File: src/hdl/cmd_engine_defines.svh
`ifndef CMD_ENGINE_DEFINES_SVH
`define CMD_ENGINE_DEFINES_SVH

// -----------------------------------------
// Register byte offsets
// -----------------------------------------
`define OFF_FLAG 8'h00
`define OFF_MASK 8'h04
`define OFF_STAT0 8'h08
`define OFF_STAT1 8'h0C
`define OFF_CAPAB 8'h10
`define OFF_CMD0 8'h14
`define OFF_CMD1 8'h18
`define OFF_REPLY0 8'h1C
`define OFF_REPLY1 8'h20

// -----------------------------------------
// Field positions and widths
// -----------------------------------------
`define FLAG_LSB 6
`define CAP_LSB 5
`define CMD_W 16
`define TMR_W 16

// -----------------------------------------
// Capability field codes
// -----------------------------------------
`define CAP_BG1 3'b011
`define CAP_BG2 3'b101
`define CAP_FG1 3'b010
`define CAP_FG2 3'b100

// -----------------------------------------
// Status result codes and commands
// -----------------------------------------
`define CODE_RUN 6'h00
`define CODE_OK 6'h01
`define CODE_ABORT 6'h02
`define CODE_TMO 6'h03
`define CMD_ABORT 16'h0004

// -----------------------------------------
// Timing
// -----------------------------------------
`define CAPTURE_CYC 3'h4
`define EXEC_TIMEOUT_US 1000
`define CLK_MHZ 50

`endif

File: src/hdl/cmd_engine_pkg.sv
`include "cmd_engine_defines.svh"

package cmd_engine_pkg;

   // -----------------------------------------
   // Executor answer, one per instance
   // -----------------------------------------
   typedef struct packed {
      logic done;
      logic ok;
      logic [5:0] code;
      logic [`CMD_W-1:0] reply;
   } exec_rsp_t;

   // -----------------------------------------
   // Per-instance state
   // -----------------------------------------
   typedef struct packed {
      logic busy;
      logic pend;
      logic [2:0] cap;
      logic [`TMR_W-1:0] tmr;
      logic [6:0] stat;
      logic [`CMD_W-1:0] cmdId;
      logic [`CMD_W-1:0] reply;
      logic start;
      logic abort;
   } inst_t;

   // -----------------------------------------
   // Whole engine state
   // -----------------------------------------
   typedef struct packed {
      logic valid;
      logic write;
      logic word;
      logic [7:0] addr;
      logic rdy;
      logic [31:0] rdata;
      inst_t [1:0] inst;
      logic [1:0] flag;
      logic [1:0] mask;
      logic irq;
   } engine_t;

endpackage : cmd_engine_pkg

File: src/hdl/cmd_message_engine.sv
`timescale 1ns/1ns
`default_nettype none
`include "cmd_engine_defines.svh"

module cmd_message_engine
   import cmd_engine_pkg::*;
#(
   parameter bit BACKGROUND = 1'b1,
   parameter int NUM_INST = 2,
   parameter logic [2:0] CAPTURE_CYC = `CAPTURE_CYC,
   parameter int EXEC_TIMEOUT_CYC = `EXEC_TIMEOUT_US * `CLK_MHZ
) (
   // Clock and reset
   input wire logic core_clk,
   input wire logic resetn,
   // AHB-Lite slave
   input wire logic hsel,
   input wire logic [31:0] haddr,
   input wire logic [1:0] htrans,
   input wire logic hwrite,
   input wire logic [2:0] hsize,
   input wire logic [31:0] hwdata,
   input wire logic hready,
   output logic hreadyout,
   output logic hresp,
   output logic [31:0] hrdata,
   // Command executor, bit or field i per instance
   output logic [1:0] execStart,
   output logic [1:0] execAbort,
   output logic [2*`CMD_W-1:0] execCmdId,
   input wire exec_rsp_t [1:0] execRsp,
   // Completion interrupt
   output logic intReq
);

   // -----------------------------------------
   // Constants
   // -----------------------------------------
   localparam logic [`TMR_W-1:0] TmoLoad = `TMR_W'(EXEC_TIMEOUT_CYC);
   localparam int CapBound = 12;

   // Capability field, fixed by build options
   localparam logic [2:0] CapField = BACKGROUND ?
      ((NUM_INST == 2) ? `CAP_BG2 : `CAP_BG1) :
      ((NUM_INST == 2) ? `CAP_FG2 : `CAP_FG1);

   // -----------------------------------------
   // Reset release
   // -----------------------------------------
   logic [1:0] rstPipe_q;
   logic rstn;

   // Async assert, two-stage release
   always_ff @(posedge core_clk or negedge resetn) begin
      if (!resetn) begin
         rstPipe_q <= 2'b00;
      end else begin
         rstPipe_q <= {rstPipe_q[0], 1'b1};
      end
   end

   assign rstn = rstPipe_q[1];

   // -----------------------------------------
   // State and working signals
   // -----------------------------------------
   engine_t s_q;
   engine_t s_d;
   logic accept;
   logic commit;
   logic wrEn;
   logic hold;
   logic [1:0] trig;
   logic [1:0] flagSet;
   logic [1:0] w1c;
   logic [7:0] rsel;
   logic [31:0] rd;
   logic anyBusy;

   assign anyBusy = s_q.inst[0].busy || s_q.inst[1].busy;

   // -----------------------------------------
   // Next-state logic
   // -----------------------------------------
   always_comb begin
      s_d = s_q;
      flagSet = 2'b00;
      w1c = 2'b00;
      trig = 2'b00;
      rd = 32'h0000_0000;

      // Bus phase tracking
      accept = hsel && hready && htrans[1];
      commit = s_q.valid && s_q.rdy;
      wrEn = commit && s_q.write && s_q.word;

      // Command word write is the trigger
      if (wrEn && (s_q.addr == `OFF_CMD0)) begin
         trig[0] = 1'b1;
      end
      // Bank one is dead with a single instance
      if (wrEn && (s_q.addr == `OFF_CMD1) && (NUM_INST == 2)) begin
         trig[1] = 1'b1;
      end

      // Shared executor for both instances
      for (int i = 0; i < 2; i++) begin
         s_d.inst[i].start = 1'b0;
         s_d.inst[i].abort = 1'b0;
         if (s_q.inst[i].pend) begin
            // Status landed last cycle, now raise the flag
            s_d.inst[i].pend = 1'b0;
            s_d.inst[i].busy = 1'b0;
            flagSet[i] = 1'b1;
         end else if (trig[i] && s_q.inst[i].busy) begin
            // Only abort gets through while busy
            if (hwdata[`CMD_W-1:0] == `CMD_ABORT) begin
               s_d.inst[i].abort = 1'b1;
               s_d.inst[i].stat = {1'b1, `CODE_ABORT};
               s_d.inst[i].pend = 1'b1;
            end
         end else if (trig[i]) begin
            // Capture; header kept for the reply
            s_d.inst[i].busy = 1'b1;
            s_d.inst[i].cap = CAPTURE_CYC;
            s_d.inst[i].stat = {1'b0, `CODE_RUN};
            s_d.inst[i].cmdId = hwdata[`CMD_W-1:0];
         end else if (s_q.inst[i].busy && (s_q.inst[i].cap != 3'h0)) begin
            // Capture window, start the executor at its end
            s_d.inst[i].cap = s_q.inst[i].cap - 3'h1;
            if (s_q.inst[i].cap == 3'h1) begin
               s_d.inst[i].start = 1'b1;
               s_d.inst[i].tmr = TmoLoad;
            end
         end else if (s_q.inst[i].busy && execRsp[i].done) begin
            // Judge result, keep reply body, write code
            s_d.inst[i].stat[6] = !execRsp[i].ok;
            s_d.inst[i].stat[5:0] = execRsp[i].ok ? `CODE_OK : execRsp[i].code;
            s_d.inst[i].reply = execRsp[i].reply;
            s_d.inst[i].pend = 1'b1;
         end else if (s_q.inst[i].busy && (s_q.inst[i].tmr <= `TMR_W'(1))) begin
            // Stuck executor still ends in a reply
            s_d.inst[i].abort = 1'b1;
            s_d.inst[i].stat = {1'b1, `CODE_TMO};
            s_d.inst[i].pend = 1'b1;
         end else if (s_q.inst[i].busy) begin
            s_d.inst[i].tmr = s_q.inst[i].tmr - `TMR_W'(1);
         end
      end

      // Flags: write one to clear, a set in the same cycle wins
      if (wrEn && (s_q.addr == `OFF_FLAG)) begin
         w1c = s_q.write ? hwdata[`FLAG_LSB +: 2] : 2'b00;
      end
      s_d.flag = (s_q.flag & ~w1c) | flagSet;
      if (wrEn && (s_q.addr == `OFF_MASK)) begin
         s_d.mask = hwdata[`FLAG_LSB +: 2];
      end
      // Masked flag gate onto one line
      s_d.irq = |(s_d.flag & ~s_d.mask);

      // Access hold-off: whole command in foreground, capture in background
      if (!BACKGROUND) begin
         hold = s_d.inst[0].busy || s_d.inst[1].busy;
      end else begin
         hold = (s_d.inst[0].cap != 3'h0) || (s_d.inst[1].cap != 3'h0);
      end

      // Data phase bookkeeping
      if (accept) begin
         s_d.valid = 1'b1;
         s_d.write = hwrite;
         s_d.word = (hsize == 3'b010);
         s_d.addr = haddr[7:0];
      end else if (commit) begin
         s_d.valid = 1'b0;
      end
      // Wait states only inside a data phase
      s_d.rdy = !((accept || (s_q.valid && !s_q.rdy)) && hold);

      // Read mux shows post-edge state, so a read sees its own cycle
      rsel = accept ? haddr[7:0] : s_q.addr;
      case (rsel)
         `OFF_FLAG: rd[`FLAG_LSB +: 2] = s_d.flag;
         `OFF_MASK: rd[`FLAG_LSB +: 2] = s_d.mask;
         `OFF_STAT0: rd[7:0] = {s_d.inst[0].busy, s_d.inst[0].stat};
         `OFF_STAT1: rd[7:0] = {s_d.inst[1].busy, s_d.inst[1].stat};
         `OFF_CAPAB: rd[`CAP_LSB +: 3] = CapField;
         `OFF_CMD0: rd[`CMD_W-1:0] = s_d.inst[0].cmdId;
         `OFF_CMD1: rd[`CMD_W-1:0] = s_d.inst[1].cmdId;
         `OFF_REPLY0: rd[`CMD_W-1:0] = s_d.inst[0].reply;
         `OFF_REPLY1: rd[`CMD_W-1:0] = s_d.inst[1].reply;
         default: rd = 32'h0000_0000;
      endcase
      if (accept || (s_q.valid && !s_q.rdy)) begin
         s_d.rdata = rd;
      end
   end

   // -----------------------------------------
   // State register
   // -----------------------------------------
   // Idle bus sees ready high from the first cycle
   always_ff @(posedge core_clk or negedge rstn) begin
      if (!rstn) begin
         s_q <= '0;
         s_q.rdy <= 1'b1;
      end else begin
         s_q <= s_d;
      end
   end

   // -----------------------------------------
   // Outputs straight from the state register, hresp tied low
   // -----------------------------------------
   assign hreadyout = s_q.rdy;
   assign hresp = 1'b0;
   assign hrdata = s_q.rdata;
   assign execStart = {s_q.inst[1].start, s_q.inst[0].start};
   assign execAbort = {s_q.inst[1].abort, s_q.inst[0].abort};
   assign execCmdId = {s_q.inst[1].cmdId, s_q.inst[0].cmdId};
   assign intReq = s_q.irq;
endmodule : cmd_message_engine
`default_nettype wire

File: config.mk
export PLATFORM = sky130hd
export DESIGN_NAME = cmd_message_engine
export DESIGN_NICKNAME = d
export VERILOG_FILES = /design/src/hdl/cmd_engine_pkg.sv /design/src/hdl/cmd_message_engine.sv
export VERILOG_INCLUDE_DIRS = /design/src /design/src/hdl
export SDC_FILE = /design/constraint.sdc
export NUM_CORES = 1
export LEC_CHECK = 0
export BUFFER_PORTS_ARGS = -buffer_cell sky130_fd_sc_hd__buf_2
export CORE_MARGIN = 2
export CORE_UTILIZATION = 54
export CTS_CLUSTER_DIAMETER = 50
export CTS_CLUSTER_SIZE = 30
export DETAILED_ROUTE_END_ITERATION = 10
export GPL_TIMING_DRIVEN = 0
export PLACE_DENSITY = 0.8
export SLEW_MARGIN = 20
export SYNTH_ARGS = -nofsm -noshare
export SYNTH_HDL_FRONTEND = slang
export SYNTH_SLANG_ARGS = --single-unit
File: constraint.sdc
create_clock -name core_clk -period 6.5 [get_ports core_clk]
set_input_delay 0.975 -clock core_clk [delete_from_list [all_inputs] [get_ports core_clk]]
set_output_delay 0.975 -clock core_clk [all_outputs]
set_load 0.05 [all_outputs]
==> out/metrics.yaml, run 1 <==
crit_path_frequent_cell: "clkbuf_1"
ys_ff_latch: 159
fmax_ghz: 0.2617
die_h_um: 126.9
cp_max_fo: 10
wl_per_cell_um: 17.78
clock_tree.buffer_depth: 2
clk_pin_slew_ns: 0.06
cp_num_buf_inv: 4
max_stage_delay_ns: 0.85
async_reset_ff_frac: 1.000
portBuffers: 134
start_kind: "input port"
fin_ws_ns: 2.679
grt_pass1_vias: 6561
h-tree-depth: 4
finalHoldViolCount: 0
dp_slack_ns: 2.354
grt_max_degree: 58
final_nets: 1098
drive_above_1_share: 0.3190
p_sw_uw: 662.4
synth.distinct_cells: 73
die_area_mm2: 0.01611
finalWirelength_mm: 20.66
slew_viol_final: 0
post_cts_buffers: 0
antennaDiodeCount: 0
cts_root_buf: "clkbuf_16"
netlist_area_mm2: 0.008159
power_density_mw_per_mm2: 251.7
clock-sinks: 159
post_cts_resized: 0
synth-edff-count: 0
comb_power_share: 0.138
coreArea_mm2: 0.01464
finalSetupViolations: 0
rows: 44
worst_slew_pin_slew_ns: 1.023
r2r_slack_ns: 2.88
io_pins: 193
layout_min_cycle_time_ns: 3.821
grt_pass1_wl_mm: 32.87
ys.warnings.count: 0
first_pass_iters: 8
cpLargestDelayFamily: "simple AND/OR/NAND/NOR gates"
syn_inst: 795
setup_tns_ns: 0
crit_required_ns: 6.86
slowest_stage: "nor4_2"
outcome: "completed"
critical_path.cell_chain: "buf_2 -> and3_1 -> clkbuf_1 -> mux2i_2 -> inv_1 -> nor4_2 -> clkbuf_1 -> a32oi_1 -> a41o_1 -> nand3_1"
leakage_nw: 4.575
p_int_mw: 1.806
grt.total_usage: 0.2610
place_hpwl_mm: 15.29
sw_frac_of_total: 0.2683
drc: 0
p_seq_frac: 0.434
numCtsBuffers: 17
crit_arrival_ns: 4.18
cap_violations: 0
ys_seq_area_frac: 0.4878
grt_overflow_total: 0
ant_nets: 0
ir_drop_uv: 189.4
gp_congestion: 0.9211
rsz0062_at_grt: "no"
drt_iter0_drc: 591
die_w_um: 126.9
finalCritPeriodShare: 0.5878
setup.worst_path.end_class: "flip-flop"
clock_latency_ns: 0.43
synth_ff_type: "dfrtp_1"
rr_worst_depth: 8
avgSynthCellArea_um2: 10.26
vias_per_cell: 5.792
cts_hold_buf: 0
cts_tree: "done"
critPathKind: "in2reg"
relSlewSlack: 0.3124
area_delta_synth_final_pct: 20.21
clockPowerShare: 0.428
num_vias: 6730
skew_ns: 0.008463
antenna_found_initial: 0
hold_class: "in2async"
start_util: 0.5572
r2r-start: "s_q[167]"
r2r_end: "hrdata[13]"
## through the flow
stage / instances / instance area (um^2) / hold slack (ns) / power (mW) / util
finish: 1162 / 9808 / 0.3256 / 2.469 / 0.6698
global route: 1162 / 9808 / 0.3139 / 2.553 / 0.6698
CTS: 1162 / 9808 / 0.3151 / 2.480 / 0.6698
detailed placement: 1131 / 9184 / 0.3395 / 1.425 / 0.6271
global placement: 1129 / 9120 / 0.3353 / 1.412 / 0.6228
floorplan: 811 / 8219 / 0.3312 / 1.326 / -
## how the worst max path moves through the flow
stage	startpoint	end	slack (ns)	cells past startpoint
final	htrans[1]	hrdata[0]	2.68	10
after detailed placement	htrans[1]	hrdata[0]	2.35	10
after global routing	htrans[1]	hrdata[0]	2.46	10
after global placement	rstPipe_q[1]	s_q[17]	0.03	0
after CTS	htrans[1]	hrdata[0]	2.78	10
after floorplan	rstPipe_q[1]	execAbort[0]	1.74	0
## routing by layer
layer,GRT usage,part of all wire,up-vias
met5,0,0,-
met4,0.1086,0.033,0
met3,0.05019,0.072,53
met2,0.4222,0.47,307
met1,0.3476,0.42,3227
li1,-,-,3143
## registers in the layout, indices dropped and copies added, names as in the netlist
signal	count
s_q	103
hrdata	16
execStart	2
hreadyout	1
execCmdId	32
intReq	1
rstPipe_q	2
execAbort	2
## cells in the mapped netlist, drive strengths merged (12+ instances only)
| cell type | n | area [um^2] |
|---|---|---|
| nand3 | 27 | 135.1 |
| o21ai | 21 | 105.1 |
| a21oi | 12 | 60.06 |
| inv | 20 | 75.07 |
| nor4 | 14 | 106.4 |
| nor2 | 50 | 187.7 |
| mux2 | 55 | 619.3 |
| xnor2 | 14 | 122.6 |
| clkbuf | 19 | 71.32 |
| nand2 | 108 | 405.4 |
| nor3 | 19 | 95.09 |
| buf | 75 | 564.3 |
| nand4 | 14 | 87.58 |
| a31oi | 14 | 87.58 |
| dfrtp | 158 | 3954 |
## power by group through the flow
stage | sequential, mW | combinational [mW] | clock, mW
floorplan | 1.09 | 0.238 | 0
global placement | 1.10 | 0.314 | 0
detailed placement | 1.09 | 0.337 | 0
CTS | 1.07 | 0.339 | 1.07
global route | 1.08 | 0.367 | 1.11
finish | 1.07 | 0.341 | 1.06
## kinds of logic after synthesis
family / count (synthesis) / synth area share
multiplexers: 62 / 0.08496
AO/OA/AOI/OAI: 128 / 0.1162
AND/OR/NAND/NOR: 298 / 0.1859
adder cells (fa/ha/maj): 10 / 0.01534
other: 2 / 0.0009204
flip-flops: 159 / 0.4878
XOR/XNOR: 19 / 0.02040
buffers and inverters: 117 / 0.08848
## layout make-up
cell class / count / area [um^2]
Buffer: 94 / 635.6
Clock buffer: 18 / 439.2
Clock inverter: 13 / 185.2
Fill cell: 1181 / 4836
Inverter: 23 / 86.33
Multi-Input combinational cell: 535 / 3522
Sequential cell: 159 / 3984
Tap cell: 184 / 230.2
Timing Repair Buffer: 136 / 725.7
## cell usage in the layout, fill, tap and decap left out, drive strengths merged, types with 10 or more instances in the layout
cell type  count
nand4         14
a31oi         14
a21oi         12
dfrtp        158
a22o          11
o21ai         21
buf          211
conb          18
nor3          19
or3           11
nand3         27
ha            10
clkbuf        37
xnor2         14
nand2        108
nor2          50
nor4          14
mux2          55
inv           23
Note: power is estimated with default switching activity, not from simulation.
==> run 2, diff against run 1 <==
clock period = 3.7 ns   (was 6.5 ns; I/O delays follow)
==> run 2 against run 1 <==
Sequential power is 75% higher. Core utilization is 0.30 points higher. Flip-flop and latch count stayed put. Via count is 1.5% higher. Worst hold slack worse by 0.084 ns. Largest cell class unchanged. Highest routed layer unchanged.
==> out/metrics.yaml, run 2 (same netlist as run 1, synthesis figures left out) <==
portBuffers: 134  # unchanged
grt_pass1_vias: 6504  # was 6561
cp_max_fo: 8  # was 10
drc: 0  # unchanged
clk_pin_slew_ns: 0.06  # about the same
outcome: "completed"  # unchanged
rr_worst_depth: 7  # was 8
skew_ns: 0.008025  # was 0.008463 ns
p_seq_frac: 0.426  # was 0.434
clockPowerShare: 0.436  # was 0.428
endpoint: "hreadyout"  # was hrdata[0]
setup_tns_ns: 0  # unchanged
setup.worst_path.start: "s_q[162]"  # was htrans[1]
finalSetupViolations: 0  # unchanged
setup.worst_path.end_class: "flip-flop"  # unchanged
largest_reg_flops: 103  # unchanged
ant_nets: 0  # unchanged
die_area_mm2: 0.01611  # unchanged
gp_congestion: 0.9012  # was 0.9211
rows: 44  # unchanged
ir_drop_uv: 363.1  # was 189.4 uV
dp_slack_ns: 0.01246  # was 2.354 ns
h-tree-depth: 4  # unchanged
die_w_um: 126.9  # unchanged
layout_min_cycle_time_ns: 3.457
num_vias: 6828  # was 6730
p_sw_mw: 1.208  # was 662.4 uW
crit_required_ns: 3.98  # was 6.86 ns
clock_latency_ns: 0.44  # was 0.43 ns
grt_pass1_wl_mm: 33.45  # was 32.87 mm
fmax_ghz: 0.2893
drive_above_1_share: 0.3201  # was 0.3190
antennaDiodeCount: 0  # unchanged
cts_tree: "done"  # unchanged
sw_frac_of_total: 0.2745  # was 0.2683
layout_common_cells: "dfrtp_1, buf_2, nand2_1"  # unchanged
finalCritPeriodShare: 0.9342
vias_per_cell: 5.861  # was 5.792
die_h_um: 126.9  # unchanged
r2r-start: "s_q[162]"  # was s_q[167]
finalHoldViolCount: 0  # unchanged
layout_commonest_cell: "dfrtp_1"  # unchanged
grt.total_usage: 0.2671  # was 0.2610
crit_arrival_ns: 3.73  # was 4.18 ns
finalWirelength_mm: 21.13  # was 20.66 mm
slew_viol_final: 0  # unchanged
start_util: 0.5572  # unchanged
grt_overflow_total: 0  # unchanged
critPathKind: "reg2reg"  # was in2reg
rsz0062_at_grt: "no"  # unchanged
io_pins: 193  # unchanged
antenna_found_initial: 0  # unchanged
hold_class: "reg2async"  # was in2async
post_cts_buffers: 0  # unchanged
regMostFlops: "s_q"  # unchanged
coreArea_mm2: 0.01464  # unchanged
comb_power_share: 0.138  # about the same
start_kind: "flip-flop"  # was input port
grt_max_degree: 60  # was 58
clock_tree.buffer_depth: 2  # unchanged
area_delta_synth_final_pct: 20.75  # was 20.21%
place_hpwl_mm: 15.43  # was 15.29 mm
relSlewSlack: 0.2089  # was 0.3124
power_density_mw_per_mm2: 446.6  # was 251.7 mW/mm^2
drt_iter0_drc: 570  # was 591
r2r_slack_ns: 0.24  # was 2.88 ns
wl_per_cell_um: 18.13  # was 17.78 um
leakage_nw: 4.593  # was 4.575 nW
first_pass_iters: 7  # was 8
r2r_end: "hreadyout"  # was hrdata[13]
worst_slew_pin_slew_ns: 1.176  # was 1.023 ns
cap_violations: 0  # unchanged
fin_ws_ns: 0.2434  # was 2.679 ns
numCtsBuffers: 17  # unchanged
clock-sinks: 159  # unchanged
final_nets: 1100  # was 1098
cts_root_buf: "clkbuf_16"  # unchanged
p_int_mw: 3.192  # was 1.806 mW
[run 2: how the worst min path moves through the flow]
| stage | cells past startpoint | to | slack, ns |
|---|---|---|---|
| after floorplan | 0 | rstPipe_q[0] | 0.26 |
| after global placement | 1 | rstPipe_q[0] | 0.34 |
| after detailed placement | 0 | s_q[167] | 0.25 |
| after CTS | 0 | s_q[167] | 0.26 |
| after global routing | 0 | s_q[167] | 0.28 |
| final | 0 | s_q[167] | 0.24 |
[run 2: through the flow]
| stage | cells | utilization | area [um^2] | total power [mW] | hold slack (ns) |
|---|---|---|---|---|---|
| 2_1_floorplan | 811 | - | 8220 | 2.330 | 0.2594 |
| 3_3_place_gp | 1129 | 0.6229 | 9121 | 2.481 | 0.3352 |
| 5_1_grt | 1165 | 0.6728 | 9852 | 4.537 | 0.2807 |
| 3_5_place_dp | 1132 | 0.6280 | 9196 | 2.503 | 0.2533 |
| 6_report | 1165 | 0.6728 | 9852 | 4.400 | 0.2414 |
| 4_1_cts | 1165 | 0.6727 | 9851 | 4.413 | 0.2584 |
[run 2: critical path, cell delays in order, from the launching register on]
cell and delay [ns]:
dfrtp_1 0.41, nor3_1 0.79, nand4_1 0.46, or3_1 0.56, nand3_1 0.13, o21ai_0 0.12, or3_1 0.36, o41ai_1 0.47
[run 2: final cells by class]
class                      count  area (um^2)
fill                        1138         4792
sequential                   159         3984
multi-input combinational    535         3522
timing repair buffer         138        748.2
buffer                        94        636.9
clock buffer                  19        442.9
tap                          184        230.2
clock inverter                13        201.4
inverter                      23        86.33
[run 2: layer usage]
metal  vias up  track usage  part of all wire
met5         -            0                 0
met4         0       0.1105             0.032
met3        51      0.05778             0.075
met2       306       0.4238              0.47
met1      3311       0.3594              0.43
li1       3160            -                 -
[run 2: power by group through the flow]
stage          combinational, mW  sequential (mW)  clock (mW)
2_1_floorplan              0.419             1.91           0
3_3_place_gp               0.551             1.93           0
3_5_place_dp               0.597             1.91           0
4_1_cts                    0.602             1.87        1.94
5_1_grt                    0.647             1.88        2.01
6_report                   0.606             1.87        1.92
[run 2: timing repair]
action	CTS	global route
hold buffers	1	0
endpoints found under the hold margin	2	0
endpoints found under the setup margin	0	2
resized for setup	0	2
